File: src/logic/eam_regs.vh
// Offsets, field positions, reset values and timing counts of the error alarm monitor.
`ifndef EAM_REGS_VH
`define EAM_REGS_VH
`define EAM_ADDR_ALARM_MASK 8'h54
`define EAM_ADDR_ALARM_CFG 8'h55
`define EAM_ADDR_SHDN_MASK 8'h56
`define EAM_ADDR_LOG_LO 8'h57
`define EAM_ADDR_LOG_HI 8'h58
`define EAM_ADDR_FIRST 8'h60
`define EAM_ADDR_LATEST 8'h61
`define EAM_ADDR_CUMUL 8'h62
`define EAM_POL_BIT 2
`define EAM_HOLD_LSB 3
`define EAM_HOLD_MSB 5
`define EAM_PULLUP_BIT 2
`define EAM_REACT_BIT 6
`define EAM_EV_LOSS 0
`define EAM_EV_CLIP 1
`define EAM_EV_CTRL_MIN 2
`define EAM_EV_CTRL_MAX 3
`define EAM_EV_EXT 4
`define EAM_EV_TEMP 5
`define EAM_EV_CFG 6
`define EAM_NEV 7
`define EAM_RST_MASK 7'h00
`define EAM_RST_BYTE 8'h00
`define EAM_HOLD_STEP_US 12500
`define EAM_CLK_MHZ 40
`define EAM_HOLD_STEP_CYC (`EAM_HOLD_STEP_US * `EAM_CLK_MHZ)
`endif

File: src/logic/eam_sync.v
// Two-stage synchroniser for one asynchronous level.
`timescale 1ns/100ps
`default_nettype none
module eam_sync (
	input wire clk,
	input wire rstn,
	input wire d,
	output reg q
);
	reg meta_q;
	always @(posedge clk or negedge rstn) begin
		if (!rstn) begin
			meta_q <= 1'b0;
			q <= 1'b0;
		end else begin
			meta_q <= d;
			q <= meta_q;
		end
	end
endmodule
`default_nettype wire

File: src/logic/eam_monitor.v
// Error alarm monitor: routing masks, alarm pin, driver shutdown, fault log.
// Operation
// - Alarm-masked events toggle the alarm pin state.
// - Shutdown-masked events tristate drivers, lowest LED range.
// - Log-masked events are latched for recording.
// - Loss of signal uses bit zero.
// - Configuration error cannot pull alarm low.
// - Alarm pin is open drain and input.
// - Polarity selects drive on error or idle.
// - Internal errors hold pin minimum coded time.
// - Pull-up bit enables alarm pull-up source.
// - Temperature warning with hysteresis, maskable.
// - Over-temperature shutdown ignores the shutdown mask.
// - Reactivation after errors clear or power-on.
// - First and latest logged error records kept.
// - Cumulative record collects every logged error.
// - Records share log mask bit positions.
// - Outputs tristate during start; fault latches.
// - High voltage on alarm pin enters test.
// - Configuration bus operates as multi-master.
// - Event bit assignment for bits six to zero.
// - Configuration shutdown bit keeps drivers off.
`timescale 1ns/100ps
`default_nettype none
`include "eam_regs.vh"
module eam_monitor #(
	parameter HOLD_STEP_CYC = `EAM_HOLD_STEP_CYC
) (
	input wire clk,
	input wire rstn,
	input wire reg_we,
	input wire [7:0] reg_addr,
	input wire [7:0] reg_wdata,
	output reg [7:0] reg_rdata,
	input wire start_done,
	input wire below_ground,
	input wire loss_of_signal,
	input wire signal_clipping,
	input wire ctrl_range_min,
	input wire ctrl_range_max,
	input wire config_error,
	input wire temp_above_warn,
	input wire temp_below_hyst,
	input wire temp_above_off,
	input wire alarm_pin_in,
	input wire alarm_pin_test_hv,
	input wire bus_arb_lost,
	output reg alarm_pin_oe,
	output reg alarm_pin_out,
	output reg alarm_pullup_on,
	output reg line_driver_en,
	output reg led_current_min,
	output reg test_mode,
	output reg log_event
);
	// ----------------------------------------------------------------
	// Registers
	// ----------------------------------------------------------------
	reg [6:0] alarm_route_mask_q;
	reg [6:0] shutdown_route_mask_q;
	reg [6:0] log_route_mask_q;
	reg alarm_polarity_select_q;
	reg [2:0] alarm_min_hold_time_q;
	reg alarm_pullup_enable_q;
	reg driver_reactivation_mode_q;
	reg [6:0] first_fault_record_q;
	reg [6:0] latest_fault_record_q;
	reg [6:0] cumulative_fault_record_q;
	reg first_seen_q;
	reg temp_warn_q;
	reg start_fault_q;
	reg shut_q;
	reg [2:0] hold_step_q;
	reg [25:0] hold_cnt_q;
	reg alarm_on_q;
	reg [6:0] logged_q;
	reg [1:0] oe_hist_q;
	wire ext_err_s;
	wire test_hv_s;
	wire below_ground_s;
	wire [6:0] events;
	wire [6:0] new_log;
	wire alarm_req;
	wire shut_req;
	wire hold_tick;
	// ----------------------------------------------------------------
	// Synchronisation of pin inputs
	// ----------------------------------------------------------------
	// The external error is the low level on the pin while the device does
	// not pull it; the gating happens after synchronisation.
	eam_sync u_sync_ext (
		.clk(clk),
		.rstn(rstn),
		.d(~alarm_pin_in),
		.q(ext_err_s)
	);
	eam_sync u_sync_test (
		.clk(clk),
		.rstn(rstn),
		.d(alarm_pin_test_hv),
		.q(test_hv_s)
	);
	// The ground monitor is an analog comparator outside the clock domain.
	eam_sync u_sync_gnd (
		.clk(clk),
		.rstn(rstn),
		.d(below_ground),
		.q(below_ground_s)
	);
	// ----------------------------------------------------------------
	// Event vector
	// ----------------------------------------------------------------
	assign events[`EAM_EV_LOSS] = loss_of_signal;
	assign events[`EAM_EV_CLIP] = signal_clipping;
	assign events[`EAM_EV_CTRL_MIN] = ctrl_range_min;
	assign events[`EAM_EV_CTRL_MAX] = ctrl_range_max;
	// The pin only reads an external error while idle with low-active logic.
	// The synchronised level still shows our own pull-down for two cycles
	// after it ends, so those cycles are masked as well.
	assign events[`EAM_EV_EXT] = ext_err_s & ~alarm_pin_oe & ~|oe_hist_q
		& ~alarm_polarity_select_q;
	assign events[`EAM_EV_TEMP] = temp_warn_q;
	assign events[`EAM_EV_CFG] = config_error;
	assign alarm_req = |(events & alarm_route_mask_q);
	assign shut_req = |(events & shutdown_route_mask_q) | temp_above_off
		| start_fault_q | ~start_done;
	assign new_log = events & log_route_mask_q;
	assign hold_tick = (hold_cnt_q == HOLD_STEP_CYC - 1);
	// ----------------------------------------------------------------
	// Register writes
	// ----------------------------------------------------------------
	always @(posedge clk or negedge rstn) begin
		if (!rstn) begin
			alarm_route_mask_q <= `EAM_RST_MASK;
			shutdown_route_mask_q <= `EAM_RST_MASK;
			log_route_mask_q <= `EAM_RST_MASK;
			alarm_polarity_select_q <= 1'b0;
			alarm_min_hold_time_q <= 3'h0;
			alarm_pullup_enable_q <= 1'b0;
			driver_reactivation_mode_q <= 1'b0;
		end else if (reg_we) begin
			case (reg_addr)
			`EAM_ADDR_ALARM_MASK: begin
				alarm_route_mask_q <= reg_wdata[6:0];
			end
			`EAM_ADDR_ALARM_CFG: begin
				alarm_polarity_select_q <= reg_wdata[`EAM_POL_BIT];
				alarm_min_hold_time_q <=
					reg_wdata[`EAM_HOLD_MSB:`EAM_HOLD_LSB];
			end
			`EAM_ADDR_SHDN_MASK: begin
				shutdown_route_mask_q <= reg_wdata[6:0];
			end
			`EAM_ADDR_LOG_LO: begin
				log_route_mask_q[3:0] <= reg_wdata[7:4];
				alarm_pullup_enable_q <= reg_wdata[`EAM_PULLUP_BIT];
			end
			`EAM_ADDR_LOG_HI: begin
				log_route_mask_q[6:4] <= reg_wdata[2:0];
				driver_reactivation_mode_q <= reg_wdata[`EAM_REACT_BIT];
			end
			default: begin
			end
			endcase
		end
	end
	// ----------------------------------------------------------------
	// Temperature warning, start phase and driver shutdown
	// ----------------------------------------------------------------
	always @(posedge clk or negedge rstn) begin
		if (!rstn) begin
			temp_warn_q <= 1'b0;
			start_fault_q <= 1'b0;
			shut_q <= 1'b1;
			line_driver_en <= 1'b0;
			led_current_min <= 1'b1;
		end else begin
			if (temp_above_warn)
				temp_warn_q <= 1'b1;
			else if (temp_below_hyst)
				temp_warn_q <= 1'b0;
			if (!start_done && below_ground_s)
				start_fault_q <= 1'b1;
			// A power-on-only policy keeps the shutdown until reset;
			// a configuration-error shutdown holds until the configuration error clears.
			if (shut_req)
				shut_q <= 1'b1;
			else if (!driver_reactivation_mode_q
				&& !(config_error && shutdown_route_mask_q[`EAM_EV_CFG]))
				shut_q <= 1'b0;
			line_driver_en <= ~shut_q;
			led_current_min <= shut_q;
		end
	end
	// ----------------------------------------------------------------
	// Alarm indication with minimum hold time
	// ----------------------------------------------------------------
	always @(posedge clk or negedge rstn) begin
		if (!rstn) begin
			alarm_on_q <= 1'b0;
			hold_step_q <= 3'h0;
			hold_cnt_q <= 26'h0000000;
		end else if (alarm_req) begin
			alarm_on_q <= 1'b1;
			hold_step_q <= alarm_min_hold_time_q;
			hold_cnt_q <= 26'h0000000;
		end else if (alarm_on_q && hold_step_q == 3'h0) begin
			alarm_on_q <= 1'b0;
		end else if (alarm_on_q) begin
			if (hold_tick) begin
				hold_cnt_q <= 26'h0000000;
				hold_step_q <= hold_step_q - 3'h1;
			end else begin
				hold_cnt_q <= hold_cnt_q + 26'h0000001;
			end
		end
	end
	// ----------------------------------------------------------------
	// Alarm pin drive
	// ----------------------------------------------------------------
	always @(posedge clk or negedge rstn) begin
		if (!rstn) begin
			alarm_pin_oe <= 1'b0;
			alarm_pin_out <= 1'b0;
			alarm_pullup_on <= 1'b0;
			test_mode <= 1'b0;
		end else begin
			alarm_pin_out <= 1'b0;
			if (shut_q || (config_error && !alarm_polarity_select_q))
				alarm_pin_oe <= 1'b0;
			else
				alarm_pin_oe <= alarm_on_q ^ alarm_polarity_select_q;
			alarm_pullup_on <= alarm_pullup_enable_q;
			if (test_hv_s)
				test_mode <= 1'b1;
		end
	end
	// ----------------------------------------------------------------
	// Pin drive history
	// ----------------------------------------------------------------
	// Keeps the last two drive states to match the synchroniser latency.
	always @(posedge clk or negedge rstn) begin
		if (!rstn) begin
			oe_hist_q <= 2'b00;
		end else begin
			oe_hist_q <= {oe_hist_q[0], alarm_pin_oe};
		end
	end
	// ----------------------------------------------------------------
	// Fault records
	// ----------------------------------------------------------------
	always @(posedge clk or negedge rstn) begin
		if (!rstn) begin
			first_fault_record_q <= `EAM_RST_MASK;
			latest_fault_record_q <= `EAM_RST_MASK;
			cumulative_fault_record_q <= `EAM_RST_MASK;
			first_seen_q <= 1'b0;
			logged_q <= `EAM_RST_MASK;
			log_event <= 1'b0;
		end else begin
			logged_q <= new_log;
			log_event <= |(new_log & ~logged_q);
			if (|(new_log & ~logged_q)) begin
				if (!first_seen_q) begin
					first_fault_record_q <= new_log & ~logged_q;
					first_seen_q <= 1'b1;
				end
				latest_fault_record_q <= new_log & ~logged_q;
			end
			// A write loads the written bits, but a new event in that cycle stays set.
			if (reg_we && reg_addr == `EAM_ADDR_CUMUL)
				cumulative_fault_record_q <= reg_wdata[6:0] | new_log;
			else
				cumulative_fault_record_q <=
					cumulative_fault_record_q | new_log;
		end
	end
	// ----------------------------------------------------------------
	// Register read
	// ----------------------------------------------------------------
	always @(posedge clk or negedge rstn) begin
		if (!rstn) begin
			reg_rdata <= `EAM_RST_BYTE;
		end else begin
			case (reg_addr)
			`EAM_ADDR_ALARM_MASK: reg_rdata <= {1'b0, alarm_route_mask_q};
			`EAM_ADDR_ALARM_CFG: reg_rdata <= {2'b00, alarm_min_hold_time_q,
				alarm_polarity_select_q, 2'b00};
			`EAM_ADDR_SHDN_MASK: reg_rdata <= {1'b0, shutdown_route_mask_q};
			`EAM_ADDR_LOG_LO: reg_rdata <= {log_route_mask_q[3:0], 1'b0,
				alarm_pullup_enable_q, 2'b00};
			`EAM_ADDR_LOG_HI: reg_rdata <= {1'b0, driver_reactivation_mode_q,
				3'b000, log_route_mask_q[6:4]};
			`EAM_ADDR_FIRST: reg_rdata <= {1'b0, first_fault_record_q};
			`EAM_ADDR_LATEST: reg_rdata <= {1'b0, latest_fault_record_q};
			`EAM_ADDR_CUMUL: reg_rdata <= {1'b0, cumulative_fault_record_q};
			// Arbitration loss shows in the top bit of reads from unmapped addresses.
			default: reg_rdata <= {bus_arb_lost, 7'h00};
			endcase
		end
	end
endmodule
`default_nettype wire

File: config.mk
export PLATFORM = sky130hd
export DESIGN_NAME = eam_monitor
export DESIGN_NICKNAME = d
export VERILOG_FILES = /design/src/logic/eam_sync.v /design/src/logic/eam_monitor.v
export VERILOG_INCLUDE_DIRS = /design/src /design/src/logic
export SDC_FILE = /design/constraint.sdc
export NUM_CORES = 1
export LEC_CHECK = 0
export BUFFER_PORTS_ARGS = -buffer_cell sky130_fd_sc_hd__clkbuf_2
export CAP_MARGIN = 20
export CORE_UTILIZATION = 59
export CTS_CLUSTER_SIZE = 24
export DETAILED_ROUTE_END_ITERATION = 7
export PLACE_DENSITY = 0.82
export SYNTH_ARGS = -nofsm -noshare
export SYNTH_HDL_FRONTEND = slang
export SYNTH_HIERARCHICAL = 1
export SYNTH_SLANG_ARGS = --single-unit
export TNS_END_PERCENT = 30
File: constraint.sdc
create_clock -name clk -period 2.77 [get_ports clk]
set_clock_uncertainty 0.15 [all_clocks]
set_input_delay 0.554 -clock clk [delete_from_list [all_inputs] [get_ports clk]]
set_output_delay 0.554 -clock clk [all_outputs]
set_load 0.02 [all_outputs]
# Word level (Yosys, flattened, before mapping)
# Cells that the tools add are included.
# word_totals
reg_bits	111
latchBits	0
ramBits	0
romBits	0
out_inout_bits	15
mem_count	0
# classes
add_sub_neg	2
mul	0
div	0
order_cmp	0
n_eq_ne	10
shifts	0
muxes	17
bitwise_logic	20
n_reduce_logical	30
# ops
cell	n
$mux 26	4
$eq 8x7->1 const B	8
$pmux 8 s8	1
$and 7x7->7	4
$add 26x1->26 const B	1
$eq 26x19->1 const B	1
$reduce_or 7->1	3
$or 7x7->7	2
$reduce_and 2->1	7
$mux 3	4
$reduce_bool 2->1	5
$mux 1	7
$mux 7	1
$not 7->7	1
$logic_and 1x1->1	6
$not 1->1	6
$logic_not 1->1	5
$and 1x1->1	3
$logic_not 3->1	1
$or 1x1->1	3
$reduce_and 3->1	1
$sub 3x1->3 const B	1
$ne 2x2->1 const B	1
$reduce_or 2->1	1
2 further kinds	2

# Logic depth before layout (Yosys ltp)
# depth
depth_word	10
ltp_mapped	9
ltp_nobuf	7

# Cells and area by module
# The synthesis kept the hierarchy.
# modules_own_cells
module	instances	cells_each	area_each_um2	seq_area_each_um2
eam_monitor	1	478	5051.1	2630.0
eam_sync	3	2	50.0	50.0

# Worst setup path after synthesis
# Ideal clock, no wire load.
# synth_path
path_kind	register -> register
from	register alarm_pin_oe
to	register first_fault_record_q[3]
setup_time_ps	132
t_arrival_ps	1756
setup_slack_ps	732
stages_incl_launch_ff	7
period_less_slack_ps	2038
path_cell_list	dfrtp_1 or4b_1 nor4b_2 nor4_2 buf_2 o21ai_1 o31ai_1
# synth_between
elab_chain_len	8
# synth_lines
item	line	rtl
start: declaration	eam_monitor.v:48	output reg alarm_pin_oe,
start signal: assignment	eam_monitor.v:232	alarm_pin_oe <= alarm_on_q ^ alarm_polarity_select_q;
$not 1->1	eam_monitor.v:120	assign events[`EAM_EV_EXT] = ext_err_s & ~alarm_pin_oe & ~|oe_hist_q
$and 1x1->1 (2 in a row)	eam_monitor.v:120	
$and 1x1->1	eam_monitor.v:121	& ~alarm_polarity_select_q;
$and 7x7->7	eam_monitor.v:127	assign new_log = events & log_route_mask_q;
$and 7x7->7	eam_monitor.v:263	if (|(new_log & ~logged_q)) begin
$reduce_or 7->1	eam_monitor.v:263	
$reduce_and 2->1 (no source line)	-	
end signal: assignment	eam_monitor.v:254	first_fault_record_q <= `EAM_RST_MASK;
end signal: assignment	eam_monitor.v:265	first_fault_record_q <= new_log & ~logged_q;
end: declaration	eam_monitor.v:66	reg [6:0] first_fault_record_q;
# Every way passes these cells.
# A chain may end at the register's enable or synchronous reset.

# Worst setup path in the final report
# layout_path
from	register hold_cnt_q[0]
to	register hold_cnt_q[3]
# layout_between
elab_chain_len	5
elab_cells_between_ends	6
cone_classes	add/sub: 1; eq/ne: 1; mux: 4
# layout_lines
item	line	rtl
start: declaration	eam_monitor.v:74	reg [25:0] hold_cnt_q;
start signal: assignment	eam_monitor.v:214	hold_cnt_q <= hold_cnt_q + 26'h0000001;
$add 26x1->26 or $eq 26x19->1 (tied branches)	eam_monitor.v:214, eam_monitor.v:128	
$mux 26 (*)	eam_monitor.v:210	if (hold_tick) begin
$mux 26 (*)	eam_monitor.v:209	end else if (alarm_on_q) begin
$mux 26 (*)	eam_monitor.v:207	end else if (alarm_on_q && hold_step_q == 3'h0) begin
$mux 26 (*)	eam_monitor.v:203	end else if (alarm_req) begin
# Mark *: on every way between the ends. The rest lies on a longest branch, timed or not. The select of a mux whose other input is x is not followed.

==> flow_summary.yaml <==
outcome:
  status: "complete, no violations"
critical_path:
  end_kind: "flip-flop"
  cp_max_fo: 23
  crit_type: "reg -> reg"
  critPathLaunchType: "flip-flop"
  critPathArrivalTime_ns: 2.39
  worst-r2r-cell-count: 6
  r2r_slack_ns: 0.48
  required_ns: 2.87
routing:
  via_per_inst: 6.434
  drt_pass1_iterations: 5
  vias: 4079
  drt-initial-drc-count: 428
  drc: 0
  wl_per_cell_microns: 18.78
  ant_nets: 0
  wirelength_microns: 11910
placed_design:
  dpl.cell_count: 617
  place.gp.congestion: 0.8881
  hpwl_microns: 8598
  port_buffers: 45
  placed_area_sq_mm: 0.005507
power_and_ir_drop:
  irDropWorstVdd_mv: 0.4504
  power_mw: 3.119
  powerDensity_mw_per_mm2: 546.7
  p_leak_nw: 2.648
grt:
  gr-total-overflow: 0
  grt_use_total_pct: 29.55
  grt_pass1_vias: 4016
  grt_max_degree: 48
  grt_first_pass_wirelength_microns: 20270
  antenna_found_initial: 0
sta:
  slew_headroom_pct: 59.87
  hold_viol_final: 0
  slew_violations: 0
  finalCriticalPeriod_ns: 2.287
  max_freq_ghz: 0.4372
  fin_crit_sh_pct: 82.58
  setup-tns-final_ns: 0
  finalSetupViolCount: 0
  rsz0062_at_grt: "false"
  worst-slew-pin-transition_ns: 0.6019
clock_network:
  clkTransAtPathRegs_ns: 0.11
  cts-resized-gates: 0
  cts_tree: "built"
  insertion_delay_ns: 0.38
  clockRootBuffer: "clkbuf_8"
  cts_hold_buf: 0
  post-cts-setup-buffer-count: 0
  clock-sinks: 111
  clock_path_buffers: 2
  htree_levels: 3
  numCtsBuffers: 9
hold_path:
  hold_path.class: "in -> async"
yosys:
  async_flop_share_pct: 100.0
  synth_edf_count: 0
  seq_area_frac_synth_pct: 53.45
  synth_cell_type_count: 64
  synth_most_common_cell: "dfrtp_1"
  yosys.area.top_type: "dfrtp_1"
  syn_avg_cell_area_sq_um: 10.75
  synth_seq_cells: 111
  ys.flop_type: "dfrtp_1"
  synth_fp_nets: 519
  syn_inst: 484
  synth_area_leaders: "dfrtp_1 52%, mux2_2 5.2%, nand2_1 3.3%, o31ai_1 2.9%, nand3_1 2.7%"
  ys_top_cells_by_count: "109 x dfrtp_1, 46 x nand2_1, 28 x nand3_1"
  synth_top_area_share_pct: 52.44
  ys_warn_count: 6
  netlist_area_sq_mm: 0.005201
cells_and_area:
  diodes: 0
  fin_cells: 634
  fillers: 655
  nNetsFinal: 559
  fin_area_sq_mm: 0.005704
  area_delta_synth_final_pct: 9.670
  drive_gt1_share_pct: 20.98
die:
  die_y_microns: 95.89
  io_pins: 47
  die-area_sq_mm: 0.009195
  core_sq_mm: 0.008382
  rows: 33
  start_util_pct: 62.05
  die_width_microns: 95.89
job:
  maxCapViolations: 0
per-layer routing:
metal / track usage [%] / share of wire [%] / up-vias / wire (microns)
met5: 0 / 0 / - / 0
met4: 9.577 / 1.8 / 0 / 214
met3: 5.924 / 7.8 / 21 / 930
met2: 44.05 / 46 / 184 / 5524
met1: 43.60 / 44 / 2031 / 5238
li1: - / - / 1843 / -
critical path: stages, from the launching register on:
cell,delay [ns]
dfrtp_1,0.44
ha_1,0.19
nor4b_2,0.26
nand4_1,0.19
nor4_2,0.33
or2_2,0.49
nor2_1,0.12
layout make-up:
class	instances	area [sq um]	area share, %
clock buffer	10	127.6	2.237
sequential	111	2780	48.74
inverter	15	56.30	0.9871
multi-input combinational	330	2216	38.85
tap	105	131.4	2.303
timing repair buffer	57	330.3	5.791
clock inverter	6	62.56	1.097
final timing paths:
path                                   start                  to
max                            hold_cnt_q[0]       hold_cnt_q[3]
min                                     rstn       u_sync_test/q
max reg2reg                    hold_cnt_q[0]       hold_cnt_q[3]
min reg2reg                u_sync_ext/meta_q        u_sync_ext/q
max in group asynchronous               rstn      hold_cnt_q[18]
min in group clk           alarm_pin_test_hv  u_sync_test/meta_q
state kept, by name (all words and copies together), names as in the netlist, 2 cells and up:
signal                     count
log_route_mask_q               7
alarm_min_hold_time_q          3
hold_step_q                    3
reg_rdata                      8
oe_hist_q                      2
latest_fault_record_q          7
first_fault_record_q           7
logged_q                       7
shutdown_route_mask_q          7
alarm_route_mask_q             7
cumulative_fault_record_q      7
hold_cnt_q                    26
kinds of logic (layout without fill, tap and decap cells):
kind of cell	Yosys count	in the layout	share of synthesized area, %
buf+inv	43	88	3.945
flops	111	111	53.45
fa+ha+maj	3	3	0.7218
compound gates	98	98	12.17
simple gates	177	177	18.93
xor+xnor	12	12	2.021
mux	39	39	8.684
other cells	1	1	0.07210
layout by cell type (no fill, tap or decap), drive strengths merged, types with 5 or more instances in the layout:
cell type  synthesis  final
mux2i              8      8
and4               5      5
dfrtp            109    109
clkbuf            13     55
nor2              26     26
nor2b              5      5
mux2              29     29
xnor2             11     11
a22oi              5      5
nand2             47     47
nand3             29     29
or4               14     14
o21ai             21     21
and3               7      7
nand4             12     12
buf               15     12
nand3b             5      5
inv               15     17
and2               6      6
a21oi             23     23
o31ai             20     20
a31oi              5      5
where the power goes:
part	internal [mW]	total (mW)	switching [mW]
Sequential	1.73	1.81	0.0812
Combinational	0.140	0.375	0.235
Clock	0.350	0.937	0.587
per-stage QoR:
step | hold WS (ns) | setup slack, ns | utilization (%)
floorplan | 0.1084 | 0.7315 | -
global placement | 0.1822 | 0.2781 | 65.70
detailed placement | 0.1871 | 0.2358 | 65.70
CTS | 0.03434 | 0.2296 | 67.97
global route | 0.06419 | 0.2097 | 68.05
finish | 0.01718 | 0.4825 | 68.05
Note: power is estimated with default switching activity, not from simulation.
